**src/hdl/adc_flags_pkg.sv**
```systemverilog
// Constants shared by the converter result and status flag logic
`default_nettype none

package adc_flags_pkg;

  // Sizes
  localparam int NUM_CH = 8;
  localparam int RES_W  = 10;
  localparam int ADDR_W = 8;
  localparam int DATA_W = 32;

  // Register byte offsets
  localparam logic [7:0] OFS_CTRL     = 8'h00;
  localparam logic [7:0] OFS_MODE     = 8'h04;
  localparam logic [7:0] OFS_CHAN_EN  = 8'h10;
  localparam logic [7:0] OFS_CHAN_DIS = 8'h14;
  localparam logic [7:0] OFS_CHAN_ST  = 8'h18;
  localparam logic [7:0] OFS_STATUS   = 8'h1c;
  localparam logic [7:0] OFS_LAST     = 8'h20;
  localparam logic [7:0] OFS_IRQ_STAT = 8'h24;
  localparam logic [7:0] OFS_IRQ_MASK = 8'h28;
  localparam logic [7:0] OFS_CH_RES   = 8'h30;

  // Field positions
  localparam int CTRL_START_BIT = 1;
  localparam int MODE_SLEEP_BIT = 0;
  localparam int STAT_DONE_LSB  = 0;
  localparam int STAT_OVR_LSB   = 8;
  localparam int STAT_FRESH_BIT = 16;
  localparam int STAT_GOVR_BIT  = 17;
  localparam int LAST_CH_LSB    = 16;
  localparam int IRQ_W          = 3;
  localparam int IRQ_EOC_BIT    = 0;
  localparam int IRQ_OVR_BIT    = 1;
  localparam int IRQ_GOVR_BIT   = 2;

  // Reset values
  localparam logic [IRQ_W-1:0] IRQ_MASK_RST = 3'h0;
  localparam logic             SLEEP_RST    = 1'b0;

  typedef enum logic [1:0] {
    SLP_AWAKE  = 2'b00,
    SLP_ARMED  = 2'b01,
    SLP_ASLEEP = 2'b10
  } sleepState_t;

endpackage : adc_flags_pkg

`default_nettype wire

```
**src/hdl/channel_flag_bank.sv**
```systemverilog
// Per-channel conversion-done and overrun flags
`default_nettype none

module channel_flag_bank #(
  parameter int NUM_CH = adc_flags_pkg::NUM_CH
) (
  input  wire logic              clk_sys,
  input  wire logic              reset,
  input  wire logic [NUM_CH-1:0] storeVec,
  input  wire logic [NUM_CH-1:0] doneClr,
  input  wire logic              statusRead,
  output var  logic [NUM_CH-1:0] doneFlags,
  output var  logic [NUM_CH-1:0] ovrFlags,
  output logic                   ovrSetAny
);

  logic [NUM_CH-1:0] ovrSet;

  genvar i;
  generate
    for (i = 0; i < NUM_CH; i++) begin : g_ch
      assign ovrSet[i] = storeVec[i] & doneFlags[i];

      // done set by store, cleared by its reads
      always_ff @(posedge clk_sys or posedge reset) begin
        if (reset) begin
          doneFlags[i] <= 1'b0;
        end else if (storeVec[i]) begin
          doneFlags[i] <= 1'b1;
        end else if (doneClr[i]) begin
          doneFlags[i] <= 1'b0;
        end
      end

      always_ff @(posedge clk_sys or posedge reset) begin
        if (reset) begin
          ovrFlags[i] <= 1'b0;
        end else if (ovrSet[i]) begin
          ovrFlags[i] <= 1'b1;
        end else if (statusRead) begin
          ovrFlags[i] <= 1'b0;
        end
      end
    end
  endgenerate

  assign ovrSetAny = |ovrSet;

endmodule : channel_flag_bank

`default_nettype wire

```
**src/hdl/sleep_sequencer.sv**
```systemverilog
// Deferred sleep entry of the converter
`default_nettype none

module sleep_sequencer (
  input  wire logic clk_sys,
  input  wire logic reset,
  input  wire logic sleepSel,
  input  wire logic startCmd,
  input  wire logic eocPulse,
  output var  logic sleepActive
);

  adc_flags_pkg::sleepState_t state_reg;
  adc_flags_pkg::sleepState_t state_next;

  // sleep only after the next conversion ends
  always_comb begin
    state_next = state_reg;
    case (state_reg)
      adc_flags_pkg::SLP_AWAKE: begin
        if (sleepSel) state_next = adc_flags_pkg::SLP_ARMED;
      end
      adc_flags_pkg::SLP_ARMED: begin
        if (!sleepSel) state_next = adc_flags_pkg::SLP_AWAKE;
        else if (eocPulse) state_next = adc_flags_pkg::SLP_ASLEEP;
      end
      adc_flags_pkg::SLP_ASLEEP: begin
        if (!sleepSel) state_next = adc_flags_pkg::SLP_AWAKE;
        else if (startCmd) state_next = adc_flags_pkg::SLP_ARMED;
      end
      default: state_next = adc_flags_pkg::SLP_AWAKE;
    endcase
  end

  always_ff @(posedge clk_sys or posedge reset) begin
    if (reset) begin
      state_reg   <= adc_flags_pkg::SLP_AWAKE;
      sleepActive <= 1'b0;
    end else begin
      state_reg   <= state_next;
      sleepActive <= (state_next == adc_flags_pkg::SLP_ASLEEP);
    end
  end

endmodule : sleep_sequencer

`default_nettype wire

```
**src/hdl/adc_result_status_flags.sv**
```systemverilog
// Converter result registers, status flags, interrupt and sleep control
//
// Overview of operation
// - Only last-result read clears fresh flag
// - No fresh flag without stored data
// - Done already set still raises fresh
// - Store result in channel and last registers
// - Status read resets global overrun flag
// - Conversion during fresh flag sets global overrun
// - Other channel read cannot mask global overrun
// - Other channel disable cannot mask global overrun
// - Done still set gives channel overrun
// - Status read resets channel overrun flags
// - Channel or last read clears done
// - Disabled channel never raises done
// - Channel read clears only its done
// - Idle sleep request waits one conversion
//
// Added by the designer: the register addresses and the address-and-strobe port.
`default_nettype none

module adc_result_status_flags #(
  parameter int NUM_CH = adc_flags_pkg::NUM_CH,
  parameter int RES_W  = adc_flags_pkg::RES_W,
  parameter int CH_W   = $clog2(NUM_CH)
) (
  input  wire logic                             clk_sys,
  input  wire logic                             reset,
  input  wire logic [adc_flags_pkg::ADDR_W-1:0] regAddr,
  input  wire logic [adc_flags_pkg::DATA_W-1:0] regWrData,
  input  wire logic                             regWr,
  input  wire logic                             regRd,
  output var  logic [adc_flags_pkg::DATA_W-1:0] regRdData,
  input  wire logic                             eocPulse,
  input  wire logic [CH_W-1:0]                  eocChannel,
  input  wire logic [RES_W-1:0]                 eocData,
  output var  logic                             startConv,
  output var  logic [NUM_CH-1:0]                chanEnable,
  output logic                                  sleepActive,
  output var  logic                             irq
);

  localparam int AW = adc_flags_pkg::ADDR_W;
  localparam int DW = adc_flags_pkg::DATA_W;
  localparam int IW = adc_flags_pkg::IRQ_W;
  localparam logic [AW-1:0] RES_SPAN = AW'(4 * NUM_CH);

  // Stored results
  logic [RES_W-1:0]  chRes_reg [NUM_CH];
  logic [RES_W-1:0]  lastRes_reg;
  logic [CH_W-1:0]   lastCh_reg;

  // Global flags
  logic              fresh_reg;
  logic              govr_reg;
  logic              sleepSel_reg;
  logic [IW-1:0]     irqStat_reg;
  logic [IW-1:0]     irqStat_next;
  logic [IW-1:0]     irqMask_reg;

  // Per-channel flags from the bank
  logic [NUM_CH-1:0] doneFlags;
  logic [NUM_CH-1:0] ovrFlags;
  logic              ovrSetAny;

  // Decoded strobes
  logic              wrCtrl;
  logic              wrMode;
  logic              wrEn;
  logic              wrDis;
  logic              wrMask;
  logic              rdStat;
  logic              rdLast;
  logic              rdIrq;
  logic              rdRes;
  logic [AW-1:0]     resOff;
  logic              resHit;
  logic [CH_W-1:0]   resIdx;

  // Conversion events
  logic              chanLive;
  logic              storeEv;
  logic              govrSet;
  logic [NUM_CH-1:0] storeVec;
  logic [NUM_CH-1:0] doneClr;
  logic              startCmd;
  logic [DW-1:0]     rdNext;

  // Address decode
  always_comb begin
    wrCtrl = regWr && (regAddr == adc_flags_pkg::OFS_CTRL);
    wrMode = regWr && (regAddr == adc_flags_pkg::OFS_MODE);
    wrEn   = regWr && (regAddr == adc_flags_pkg::OFS_CHAN_EN);
    wrDis  = regWr && (regAddr == adc_flags_pkg::OFS_CHAN_DIS);
    wrMask = regWr && (regAddr == adc_flags_pkg::OFS_IRQ_MASK);
    rdStat = regRd && (regAddr == adc_flags_pkg::OFS_STATUS);
    rdLast = regRd && (regAddr == adc_flags_pkg::OFS_LAST);
    rdIrq  = regRd && (regAddr == adc_flags_pkg::OFS_IRQ_STAT);
    resOff = regAddr - adc_flags_pkg::OFS_CH_RES;
    resHit = (regAddr >= adc_flags_pkg::OFS_CH_RES)
             && (resOff < RES_SPAN) && (resOff[1:0] == 2'h0);
    resIdx = resOff[CH_W+1:2];
    rdRes  = regRd && resHit;
  end

  assign startCmd = wrCtrl && regWrData[adc_flags_pkg::CTRL_START_BIT];

  // a channel disabled before or at its end of conversion is dropped
  // such an event stores nothing and raises nothing
  // disabling another channel does not block this store
  always_comb begin
    chanLive = chanEnable[eocChannel];
    if (wrDis && regWrData[eocChannel]) begin
      chanLive = 1'b0;
    end
    storeEv = eocPulse && chanLive;
  end

  // global overrun on a store while fresh still set
  // reads of other channels do not enter this term
  assign govrSet = storeEv && fresh_reg;

  always_comb begin
    storeVec = '0;
    if (storeEv) begin
      storeVec[eocChannel] = 1'b1;
    end
  end

  // a channel read clears its own done bit only
  // last-result read clears done of the channel it holds
  always_comb begin
    doneClr = '0;
    if (rdRes) begin
      doneClr[resIdx] = 1'b1;
    end
    if (rdLast) begin
      doneClr[lastCh_reg] = 1'b1;
    end
  end

  channel_flag_bank #(
    .NUM_CH (NUM_CH)
  ) u_flags (
    .clk_sys    (clk_sys),
    .reset      (reset),
    .storeVec   (storeVec),
    .doneClr    (doneClr),
    .statusRead (rdStat),
    .doneFlags  (doneFlags),
    .ovrFlags   (ovrFlags),
    .ovrSetAny  (ovrSetAny)
  );

  // result goes to channel and last registers
  always_ff @(posedge clk_sys or posedge reset) begin
    if (reset) begin
      for (int k = 0; k < NUM_CH; k++) begin
        chRes_reg[k] <= '0;
      end
      lastRes_reg <= '0;
      lastCh_reg  <= '0;
    end else if (storeEv) begin
      chRes_reg[eocChannel] <= eocData;
      lastRes_reg           <= eocData;
      lastCh_reg            <= eocChannel;
    end
  end

  // fresh set on every store, whatever done holds
  // cleared only by a last-result read
  // a store in the reading cycle keeps it set
  always_ff @(posedge clk_sys or posedge reset) begin
    if (reset) begin
      fresh_reg <= 1'b0;
    end else if (storeEv) begin
      fresh_reg <= 1'b1;
    end else if (rdLast) begin
      fresh_reg <= 1'b0;
    end
  end

  // status read clears unless a new overrun arrives
  // the new overrun wins over the clear
  always_ff @(posedge clk_sys or posedge reset) begin
    if (reset) begin
      govr_reg <= 1'b0;
    end else if (govrSet) begin
      govr_reg <= 1'b1;
    end else if (rdStat) begin
      govr_reg <= 1'b0;
    end
  end

  // Channel enables drive the conversion core directly
  always_ff @(posedge clk_sys or posedge reset) begin
    if (reset) begin
      chanEnable <= '0;
    end else if (wrEn) begin
      chanEnable <= chanEnable | regWrData[NUM_CH-1:0];
    end else if (wrDis) begin
      chanEnable <= chanEnable & ~regWrData[NUM_CH-1:0];
    end
  end

  // Start is a single-cycle command to the core
  always_ff @(posedge clk_sys or posedge reset) begin
    if (reset) begin
      startConv <= 1'b0;
    end else begin
      startConv <= startCmd;
    end
  end

  always_ff @(posedge clk_sys or posedge reset) begin
    if (reset) begin
      sleepSel_reg <= adc_flags_pkg::SLEEP_RST;
    end else if (wrMode) begin
      sleepSel_reg <= regWrData[adc_flags_pkg::MODE_SLEEP_BIT];
    end
  end

  // sleep waits for the next completed conversion
  // software arms sleep, then starts a conversion
  sleep_sequencer u_sleep (
    .clk_sys     (clk_sys),
    .reset       (reset),
    .sleepSel    (sleepSel_reg),
    .startCmd    (startCmd),
    .eocPulse    (eocPulse),
    .sleepActive (sleepActive)
  );

  // Sticky interrupt causes; a cause arriving with the read survives
  always_comb begin
    irqStat_next = irqStat_reg;
    if (rdIrq) begin
      irqStat_next = '0;
    end
    irqStat_next[adc_flags_pkg::IRQ_EOC_BIT] =
      irqStat_next[adc_flags_pkg::IRQ_EOC_BIT] | storeEv;
    irqStat_next[adc_flags_pkg::IRQ_OVR_BIT] =
      irqStat_next[adc_flags_pkg::IRQ_OVR_BIT] | ovrSetAny;
    irqStat_next[adc_flags_pkg::IRQ_GOVR_BIT] =
      irqStat_next[adc_flags_pkg::IRQ_GOVR_BIT] | govrSet;
  end

  always_ff @(posedge clk_sys or posedge reset) begin
    if (reset) begin
      irqStat_reg <= '0;
    end else begin
      irqStat_reg <= irqStat_next;
    end
  end

  always_ff @(posedge clk_sys or posedge reset) begin
    if (reset) begin
      irqMask_reg <= adc_flags_pkg::IRQ_MASK_RST;
    end else if (wrMask) begin
      irqMask_reg <= regWrData[IW-1:0];
    end
  end

  // Output is registered, so it trails the sticky bit by nothing
  always_ff @(posedge clk_sys or posedge reset) begin
    if (reset) begin
      irq <= 1'b0;
    end else begin
      irq <= |(irqStat_next & irqMask_reg);
    end
  end

  // Read mux shows pre-clear values; unmapped addresses read zero
  always_comb begin
    rdNext = '0;
    case (regAddr)
      adc_flags_pkg::OFS_MODE: begin
        rdNext[adc_flags_pkg::MODE_SLEEP_BIT] = sleepSel_reg;
      end
      adc_flags_pkg::OFS_CHAN_ST: begin
        rdNext[NUM_CH-1:0] = chanEnable;
      end
      adc_flags_pkg::OFS_STATUS: begin
        rdNext[adc_flags_pkg::STAT_DONE_LSB +: NUM_CH] = doneFlags;
        rdNext[adc_flags_pkg::STAT_OVR_LSB +: NUM_CH]  = ovrFlags;
        rdNext[adc_flags_pkg::STAT_FRESH_BIT] = fresh_reg;
        rdNext[adc_flags_pkg::STAT_GOVR_BIT]  = govr_reg;
      end
      adc_flags_pkg::OFS_LAST: begin
        rdNext[RES_W-1:0] = lastRes_reg;
        rdNext[adc_flags_pkg::LAST_CH_LSB +: CH_W] = lastCh_reg;
      end
      adc_flags_pkg::OFS_IRQ_STAT: begin
        rdNext[IW-1:0] = irqStat_reg;
      end
      adc_flags_pkg::OFS_IRQ_MASK: begin
        rdNext[IW-1:0] = irqMask_reg;
      end
      default: begin
        if (resHit) begin
          rdNext[RES_W-1:0] = chRes_reg[resIdx];
        end
      end
    endcase
  end

  // Data stand only in the cycle after the read strobe
  always_ff @(posedge clk_sys or posedge reset) begin
    if (reset) begin
      regRdData <= '0;
    end else if (regRd) begin
      regRdData <= rdNext;
    end else begin
      regRdData <= '0;
    end
  end

endmodule : adc_result_status_flags

`default_nettype wire

```
**config.mk**
```make
export PLATFORM = sky130hd
export DESIGN_NAME = adc_result_status_flags
export DESIGN_NICKNAME = d
export VERILOG_FILES = /design/src/hdl/adc_flags_pkg.sv /design/src/hdl/channel_flag_bank.sv /design/src/hdl/sleep_sequencer.sv /design/src/hdl/adc_result_status_flags.sv
export SDC_FILE = /design/constraint.sdc
export NUM_CORES = 1
export LEC_CHECK = 0
export BUFFER_PORTS_ARGS = -buffer_cell sky130_fd_sc_hd__buf_2
export CORE_UTILIZATION = 40
export DETAILED_ROUTE_END_ITERATION = 6
export PLACE_DENSITY = 0.69
export SETUP_SLACK_MARGIN = 0.5
export SLEW_MARGIN = 20
export SYNTH_ARGS = -nofsm -noshare
export SYNTH_HDL_FRONTEND = slang
export SYNTH_SLANG_ARGS = --single-unit
```
**constraint.sdc**
```tcl
create_clock -name clk_sys -period 6.02 [get_ports clk_sys]
set_clock_uncertainty 0.05 [all_clocks]
set_input_delay 0.301 -clock clk_sys [delete_from_list [all_inputs] [get_ports clk_sys]]
set_output_delay 0.301 -clock clk_sys [all_outputs]
set_load 0.005 [all_outputs]
```
# ---- Word level (Yosys, flattened, before mapping)
# Index checks and enable logic that the tools add are counted.
dict set report classes {
  addsub 1
  order_cmp 12
  n_eq_ne 11
  n_mux 66
  n_bitwise 18
  reduce_logical 45
}
# operator count
set op_table {}
lappend op_table {{$bwmux W80} 1}
lappend op_table {{$mux W10} 4}
lappend op_table {{$mux W8} 5}
lappend op_table {{$reduce_bool A2 Y1} 19}
lappend op_table {{$mux W1} 35}
lappend op_table {{$eq A8 B5 Y1 const B} 4}
lappend op_table {{$bmux W10 S3} 1}
lappend op_table {{$demux W10 S3} 1}
lappend op_table {{$eq A8 B6 Y1 const B} 3}
lappend op_table {{$pmux W5 S4} 1}
lappend op_table {{$logic_and A1 B1 Y1} 19}
lappend op_table {{$mux W19} 1}
lappend op_table {{$or A8 B8 Y8} 2}
lappend op_table {{$lt A3 B4 Y1 const B} 3}
lappend op_table {{$pmux W2 S3} 2}
lappend op_table {{$pmux W2 S6} 1}
lappend op_table {{$mux W2} 5}
lappend op_table {{$demux W1 S3} 3}
lappend op_table {{$ge A3 B1 Y1 const B} 3}
lappend op_table {{$and A1 B1 Y1} 8}
lappend op_table {{$and A8 B8 Y8} 1}
lappend op_table {{$eq A8 B3 Y1 const B} 1}
lappend op_table {{$ge A4 B4 Y1 const B} 2}
lappend op_table {{$ge A8 B6 Y1 const B} 1}
lappend op_table {{other kinds (20)} 27}
dict set report word_totals {
  register_bits 163
  input_bits 58
}

# ---- Depth between registers and ports, before layout
# Gate-level depths: netlist of the first run.
dict set report depth {
  word_depth 11
  mapped_depth 9
  depth_no_buf 7
}

# ---- Cells and area by module
# Synthesis of the first run repeated with hierarchy kept, for this count alone.
dict set report hier_totals {
  cells_unflattened 541
  hier_area_um2 7213.2
}
# module instances cells_per_inst area_each_um2 seq_area_each_um2
set by_module_without_submodules {}
lappend by_module_without_submodules {adc_result_status_flags 1 469 6458.7 3278.1}
lappend by_module_without_submodules {channel_flag_bank 1 60 616.8 400.4}
lappend by_module_without_submodules {sleep_sequencer 1 12 137.6 75.1}

# ---- Worst setup path before layout of the first run
# Ideal clock, no wire load.
dict set report synth_path {
  path_kind {input port to flip-flop}
  start {input port regAddr[4] (netlist bit)}
  end {register regRdData[1] (netlist bit)}
  arrival_time_ns 2.130
  required_time_ns 5.892
  path_slack_ns 3.762
  cell_stages 9
  path_cell_list {clkbuf_1 -> inv_1 -> clkbuf_1 -> ha_1 -> nor4_1 -> and2_1 -> clkbuf_1 -> nand3_1 -> a21oi_1}
}
dict set report synth_between {
  elab_chain_len 8
  word_cells_on_any_way 18
  classes_between {add/sub: 1; order compare: 2; eq/ne: 6; mux: 6; bitwise: 1; reduce/logical: 2}
}
# element line_no
set synth_lines {}
lappend synth_lines {{start, declared} adc_result_status_flags.sv:29} ;# input wire logic [adc_flags_pkg::ADDR_W-1:0] regAddr,
lappend synth_lines {{parallel branches: the longest is 6 deep, another holds $sub A8 B6 Y8} -}
lappend synth_lines {{$pmux W2 S6 *} adc_result_status_flags.sv:276} ;# case (regAddr)
lappend synth_lines {{$mux W19 *} adc_result_status_flags.sv:311} ;# end else if (regRd) begin
lappend synth_lines {{end signal, assigned} adc_result_status_flags.sv:312} ;# regRdData <= rdNext;
lappend synth_lines {{end, declared} adc_result_status_flags.sv:33} ;# output var logic [adc_flags_pkg::DATA_W-1:0] regRdData,
# Mark *: on every way between the ends. The select of a mux whose other input is x is not followed.
# A chain may end at the register's enable or synchronous reset.

# ---- Final worst setup path of the first run
dict set report layout_path {
  start {input port regAddr[3] (netlist bit)}
  end {register chRes_reg[27] (netlist bit)}
}
dict set report layout_between {
  elab_chain_len 5
}
# element line_no
set layout_lines {}
lappend layout_lines {{$eq A8 B5 Y1} adc_result_status_flags.sv:94} ;# wrDis = regWr && (regAddr == adc_flags_pkg::OFS_CHAN_DIS);
lappend layout_lines {{$logic_and A1 B1 Y1} adc_result_status_flags.sv:94}
lappend layout_lines {{$logic_and A1 B1 Y1} adc_result_status_flags.sv:113} ;# if (wrDis && regWrData[eocChannel]) begin
lappend layout_lines {{$mux W1} adc_result_status_flags.sv:113}
lappend layout_lines {{$logic_and A1 B1 Y1} adc_result_status_flags.sv:116} ;# storeEv = eocPulse && chanLive;
lappend layout_lines {{end signal, assigned by index} adc_result_status_flags.sv:164} ;# chRes_reg[eocChannel] <= eocData;
lappend layout_lines {{end, declared} adc_result_status_flags.sv:49} ;# logic [RES_W-1:0] chRes_reg [NUM_CH];
# Every way passes these cells.

==> flow_metrics.py, run 1 <==
metrics = {
    "power_and_ir_drop": {
        "p_seq_share_pct": 45.4,
        "pwr_density_cell_nw_per_um2": 320.9,
        "vdd_drop_max_uv": 217.7,
        "clkPwrFrac_pct": 42.8,
        "switchingPower_w": 0.0006525,
        "p_int_w": 0.002011,
        "p_leak_nw": 3.984,
        "power_frac_comb_pct": 11.8,
        "p_sw_share_pct": 24.50,
    },
    "timing": {
        "hold_viol": 0,
        "worstMarginPinSlew_ns": 1.062,
        "finalSetupViolations": 0,
        "hold_slack_ns": 0.09529,
        "rsz0062_at_grt": "no",
        "finalCriticalPeriod_ns": 2.996,
        "finalMaxSlewViolations": 0,
        "fmax_mhz": 333.8,
        "fin_crit_sh_pct": 49.76,
        "fin_tns_setup_ns": 0,
        "worst_slack_ns": 3.024,
        "maxSlewHeadroom_pct": 29.23,
    },
    "placement": {
        "dp_worst_setup_slack_ns": 2.662,
        "io_buffers": 63,
        "dp_cells": 835,
        "dp_hpwl_um": 11830,
        "place.gp.congestion": 0.8984,
    },
    "min_path": {
        "min_path_type": "input port to register",
        "holdPathStages": 2,
        "min-delay-start": "regWrData[5]",
    },
    "grt": {
        "grt_pass1_wl_um": 28680,
        "antenna_found_initial": 0,
        "overflow": 0,
        "grt_max_degree": 81,
        "grt_util_all_layers_pct": 20.86,
        "grt_pass1_vias": 5151,
    },
    "outcome": {
        "status": "completed",
    },
    "yosys": {
        "yosysTopAreaCellShare_pct": 51.70,
        "synth-seq-cells": 150,
        "synth_area_per_cell_um2": 12.50,
        "synthArstFlopShare_pct": 100.0,
        "ys_seq_area_share_pct": 51.70,
        "yosys_warnings": 0,
        "synthDistinctLibCells": 47,
        "synthCells": 581,
        "synth_area_leader_cell": "dfrtp_1",
        "synth_top_cells_by_area": "dfrtp_1, mux2_2, mux4_2",
        "ys.flop_type": "dfrtp_1",
        "syn_area_um2": 7261,
        "synth_edf_count": 0,
    },
    "critical_path": {
        "cp.required_ns": 6.28,
        "crit_fanout": 39,
        "r2r_slack_ns": 3.27,
        "rr_endpoint": "chRes_reg[27]",
        "cp-start-kind": "input port",
        "crit_path_top_delay_cell": "buf_2",
        "worstRegToRegCells": 5,
        "critPathKind": "input port to register",
        "cp.arrival_ns": 3.25,
        "worstSetupEndpointType": "register",
        "max_stage_delay_ns": 0.76,
        "worstPathCellList": "buf_2 -> nor2b_1 -> and4_1 -> nand2_4 -> nand3_1 -> mux2_2",
        "startpoint": "regAddr[3]",
    },
    "layout": {
        "layout_commonest_cell": "dfrtp_1",
        "final_cell_mix": "dfrtp_1, mux2_2, nand2_1",
        "largest_reg_flops": 80,
        "final_layout_size_suffix_gt1_share_pct": 36.29,
        "final_nets": 692,
        "antenna_cells": 0,
        "syn_to_final_growth_pct": 14.30,
        "instances_no_fill": 867,
    },
    "clock_network": {
        "clock_latency_ns": 0.42,
        "cts_made_buffers": 17,
        "clockBufferDepth": 2,
        "cts.clk_slew.worst_paths_ns": 0.06,
        "root_buffer": "clkbuf_16",
        "cts_sinks": 150,
        "tritoncts": "done",
        "htreeDepth": 4,
    },
    "detailed_routing": {
        "drtIter0Drc": 452,
        "remaining_drc_errors": 0,
        "vias": 4957,
        "wirelength_um": 17970,
        "vias_per_cell": 5.717,
        "wl_per_cell_um": 20.73,
        "dr.pass1.iters": 5,
        "ant_nets": 0,
    },
    "job": {
        "maxCapViolations": 0,
    },
    "floorplan": {
        "ios": 101,
        "die_h_um": 136.7,
        "start_util_pct": 41.40,
        "die_w_um": 136.7,
        "rows": 48,
        "die-area_um2": 18700,
        "core_area_um2": 17540,
    },
}
[synthesized netlist by cell type, types with 4 or more instances]
master / count
inv_1: 7
nand4_2: 4
nor3_1: 4
clkbuf_1: 14
dfrtp_1: 150
and3_1: 10
buf_1: 6
mux4_2: 23
a21oi_1: 22
mux2_4: 6
nor2_1: 13
mux2i_1: 14
mux2_2: 97
nor4_1: 4
buf_2: 10
and2_1: 8
a22o_1: 10
nand3_1: 21
nor2b_1: 8
ha_1: 4
o21ai_0: 20
buf_4: 18
o31ai_1: 6
nand2_1: 65
[per-stage QoR]
step	utilization, %	total power [W]	instance area (um2)
3_3_place_gp	43.67	0.001514	7659
4_1_cts	47.32	0.002679	8299
2_1_floorplan	-	0.001442	7306
6_report	47.32	0.002663	8299
3_5_place_dp	43.67	0.001539	7659
5_1_grt	47.32	0.002761	8299
[final cells by class]
type	instances	area, um2
inverters	7	31.28
well taps	225	281.5
flip-flops and latches	150	3754
fillers	1583	9238
clock inverters	11	173.9
multi-input cells	387	3254
clock buffers	20	456.7
repair buffers	67	347.8
[critical path: cells and delay by family]
kind	cells	cell delay, ns
buffers and inverters	1	0.76
muxes	1	0.53
and+or+nand+nor	4	1.64
[worst max path at each step]
stage	depth (start not counted)	endpoint	slack (ns)
floorplan	1	async pin	1.63
global placement	6	chRes_reg[23]	2.69
detailed placement	6	chRes_reg[28]	2.66
CTS	6	chRes_reg[28]	3.11
global route	6	chRes_reg[22]	2.95
finish	6	chRes_reg[27]	3.02
[power by group through the flow]
stage | Sequential (W) | Combinational [W] | Clock, W
after detailed placement | 0.00122 | 0.000315 | 0
final | 0.00121 | 0.000315 | 0.00114
after global placement | 0.00121 | 0.000302 | 0
after CTS | 0.00121 | 0.000317 | 0.00116
after global routing | 0.00122 | 0.000346 | 0.00119
after floorplan | 0.00119 | 0.000251 | 0
[layer usage]
| layer | GRT usage, % | wire [um] | part of all wire (%) |
|---|---|---|---|
| met3 | 4.630 | 1069 | 5.9 |
| met1 | 27.13 | 7727 | 43 |
| met4 | 8.642 | 378 | 2.1 |
| met2 | 33.64 | 8797 | 49 |
| met5 | 0 | 0 | 0 |
[what timing repair did]
item                                    4_1_cts  5_1_grt
endpoints found under the hold margin        46        0
hold buffers                                  1        0
buffers inserted                              0        0
gates resized for setup                       0        0
endpoints found under the setup margin        0        0
[cells by family (layout without fill, tap and decap cells)]
family / Yosys count / in the layout / synth area share [%]
buffers and inverters: 56 / 105 / 4.101
AOI/OAI and AO/OA: 75 / 75 / 6.738
other: 1 / 13 / 0.05165
DFF: 150 / 150 / 51.70
muxes: 140 / 140 / 25.35
xor gates and xnor gates: 2 / 2 / 0.2413
adders and majority gates: 4 / 4 / 0.6893
and+or+nand+nor: 153 / 153 / 11.13
Power figures use the tool's default switching activity.
==> inputs of run 2 (changes only) <==
Clock period 6.02 ns to 2.94 ns, I/O delays scaled along.
==> run 2 against run 1 <==
Global-route usage up 0.83 points; power up 99%; worst setup slack worse by 2.4 ns; critical endpoint is now lastRes_reg[9]; critical path depth up 1; routed wire length up 2.5%; sequential cell count unchanged; worst hold slack worse by 0.082 ns; utilization up 1.4 points; clock power up 89%.
==> flow_metrics.py, run 2 (synthesis results as in run 1) <==
metrics = {
    "detailed_routing": {
        "wl_per_cell_um": 20.47,
        "vias": 5078,
        "vias_per_cell": 5.642,
        "dr.pass1.iters": 5,
        "remaining_drc_errors": 0,
        "ant_nets": 0,
        "wirelength_um": 18430,
        "drtIter0Drc": 374,
    },
    "power_and_ir_drop": {
        "power.total_w": 0.005296,
        "p_leak_nw": 4.110,
        "p_sw_share_pct": 25.08,
        "p_int_w": 0.003968,
        "pwr_density_cell_nw_per_um2": 619.8,
        "clkPwrFrac_pct": 40.7,
        "power_frac_comb_pct": 12.6,
        "switchingPower_w": 0.001329,
        "p_seq_share_pct": 46.8,
        "vdd_drop_max_uv": 482.1,
    },
    "critical_path": {
        "cp.required_ns": 3.20,
        "worstPathCellList": "dlygate4sd3_1 -> buf_2 -> mux2_2 -> mux4_2 -> nand2_4 -> nand3_4 -> mux2_4",
        "rr_endpoint": "lastRes_reg[5]",
        "crit_fanout": 27,
        "max_stage_delay_ns": 0.53,
        "worstRegToRegCells": 5,
        "cp_num_buf_inv": 2,
        "worstSetupEndpointType": "register",
        "cp.arrival_ns": 2.57,
        "critPathKind": "input port to register",
        "endpoint": "lastRes_reg[9]",
        "cp_top_family": "multiplexers",
        "crit_path_top_delay_cell": "dlygate4sd3_1",
        "path_depth": 7,
        "cp-start-kind": "input port",
        "r2r_slack_ns": 0.75,
        "startpoint": "regWrData[1]",
    },
    "timing": {
        "fmax_mhz": 433.9,
        "hold_viol": 0,
        "hold_slack_ns": 0.01378,
        "finalCriticalPeriod_ns": 2.305,
        "fin_crit_sh_pct": 78.39,
        "worst_slack_ns": 0.6352,
        "rsz0062_at_grt": "no",
        "fin_tns_setup_ns": 0,
        "maxSlewHeadroom_pct": 37.74,
        "finalSetupViolations": 0,
        "finalMaxSlewViolations": 0,
        "worstMarginPinSlew_ns": 0.9320,
    },
    "clock_network": {
        "cts_sinks": 150,
        "postCtsSetupBuffers": 0,
        "clock_latency_ns": 0.43,
        "cts_made_buffers": 17,
        "root_buffer": "clkbuf_16",
        "cts.clk_slew.worst_paths_ns": 0.06,
        "clockBufferDepth": 2,
        "tritoncts": "done",
        "htreeDepth": 4,
    },
    "layout": {
        "final_nets": 724,
        "antenna_cells": 0,
        "largest_reg_flops": 80,
        "final_cell_mix": "dfrtp_1, mux2_2, nand2_1",
        "layout_commonest_cell": "dfrtp_1",
        "syn_to_final_growth_pct": 17.70,
        "final_util_pct": 48.73,
        "final_layout_size_suffix_gt1_share_pct": 38.07,
    },
    "floorplan": {
        "die_w_um": 136.7,
        "core_area_um2": 17540,
        "die_h_um": 136.7,
        "ios": 101,
        "rows": 48,
        "die-area_um2": 18700,
        "start_util_pct": 41.40,
    },
    "grt": {
        "overflow": 0,
        "grt_pass1_vias": 5225,
        "grt_util_all_layers_pct": 21.69,
        "antenna_found_initial": 0,
        "grt_max_degree": 53,
        "grt_pass1_wl_um": 29450,
    },
    "outcome": {
        "status": "completed",
    },
    "placement": {
        "dp_hpwl_um": 12690,
        "dp_worst_setup_slack_ns": 0.3821,
        "io_buffers": 63,
        "place.gp.congestion": 0.9933,
    },
    "min_path": {
        "min_path_type": "input port to register",
    },
    "job": {
        "maxCapViolations": 0,
    },
}
==> run 2: what timing repair did <==
| action | CTS | global route |
|---|---|---|
| resized for setup | 0 | 1 |
| hold buffers | 9 | 0 |
| hold endpoints to repair | 47 | 0 |
| endpoints found under the setup margin | 0 | 16 |
==> run 2: per-layer routing <==
metal  vias to the layer above  wire [um]  global-route usage [%]
li1                       2250          -                       -
met1                      2589       7771                   28.31
met2                       190       8982                   34.97
met3                        49       1139                   4.481
met4                         0        531                   9.321
met5                         -          0                       0
==> run 2: how the worst min path moves through the flow <==
stage                       startpoint             end  slack [ns]  depth (start not counted)
final                       eocData[0]  lastRes_reg[0]        0.01                          2
after global routing        eocData[0]   chRes_reg[40]        0.04                          2
after CTS                   eocData[9]    chRes_reg[9]        0.01                          2
after detailed placement         reset   chRes_reg[16]        0.33                          2
after global placement           reset   chRes_reg[36]        0.30                          2
after floorplan           regWrData[7]        register        0.23                          1
==> run 2: cell type report <==
| cell class | instances | area [um2] |
|---|---|---|
| sequential | 150 | 3754 |
| timing repair buffer | 99 | 633.1 |
| tap | 225 | 281.5 |
| clock buffer | 21 | 460.4 |
| fill | 1571 | 8991 |
| clock inverter | 11 | 123.9 |
| multi-input combinational | 387 | 3263 |
| inverter | 7 | 30.03 |
==> run 2: power by group through the flow <==
stage                     Sequential, W  Combinational (W)  Clock, W
final                           0.00248           0.000666   0.00215
after global routing            0.00250           0.000734   0.00228
after CTS                       0.00247           0.000668   0.00219
after detailed placement        0.00251           0.000655         0
after global placement          0.00248           0.000629         0
after floorplan                 0.00244           0.000515         0
==> run 2: through the flow <==
| stage | instances | area (um2) |
|---|---|---|
| finish | 900 | 8546 |
| global route | 900 | 8546 |
| CTS | 900 | 8537 |
| detailed placement | 859 | 7863 |
| global placement | 859 | 7863 |
| floorplan | 593 | 7310 |
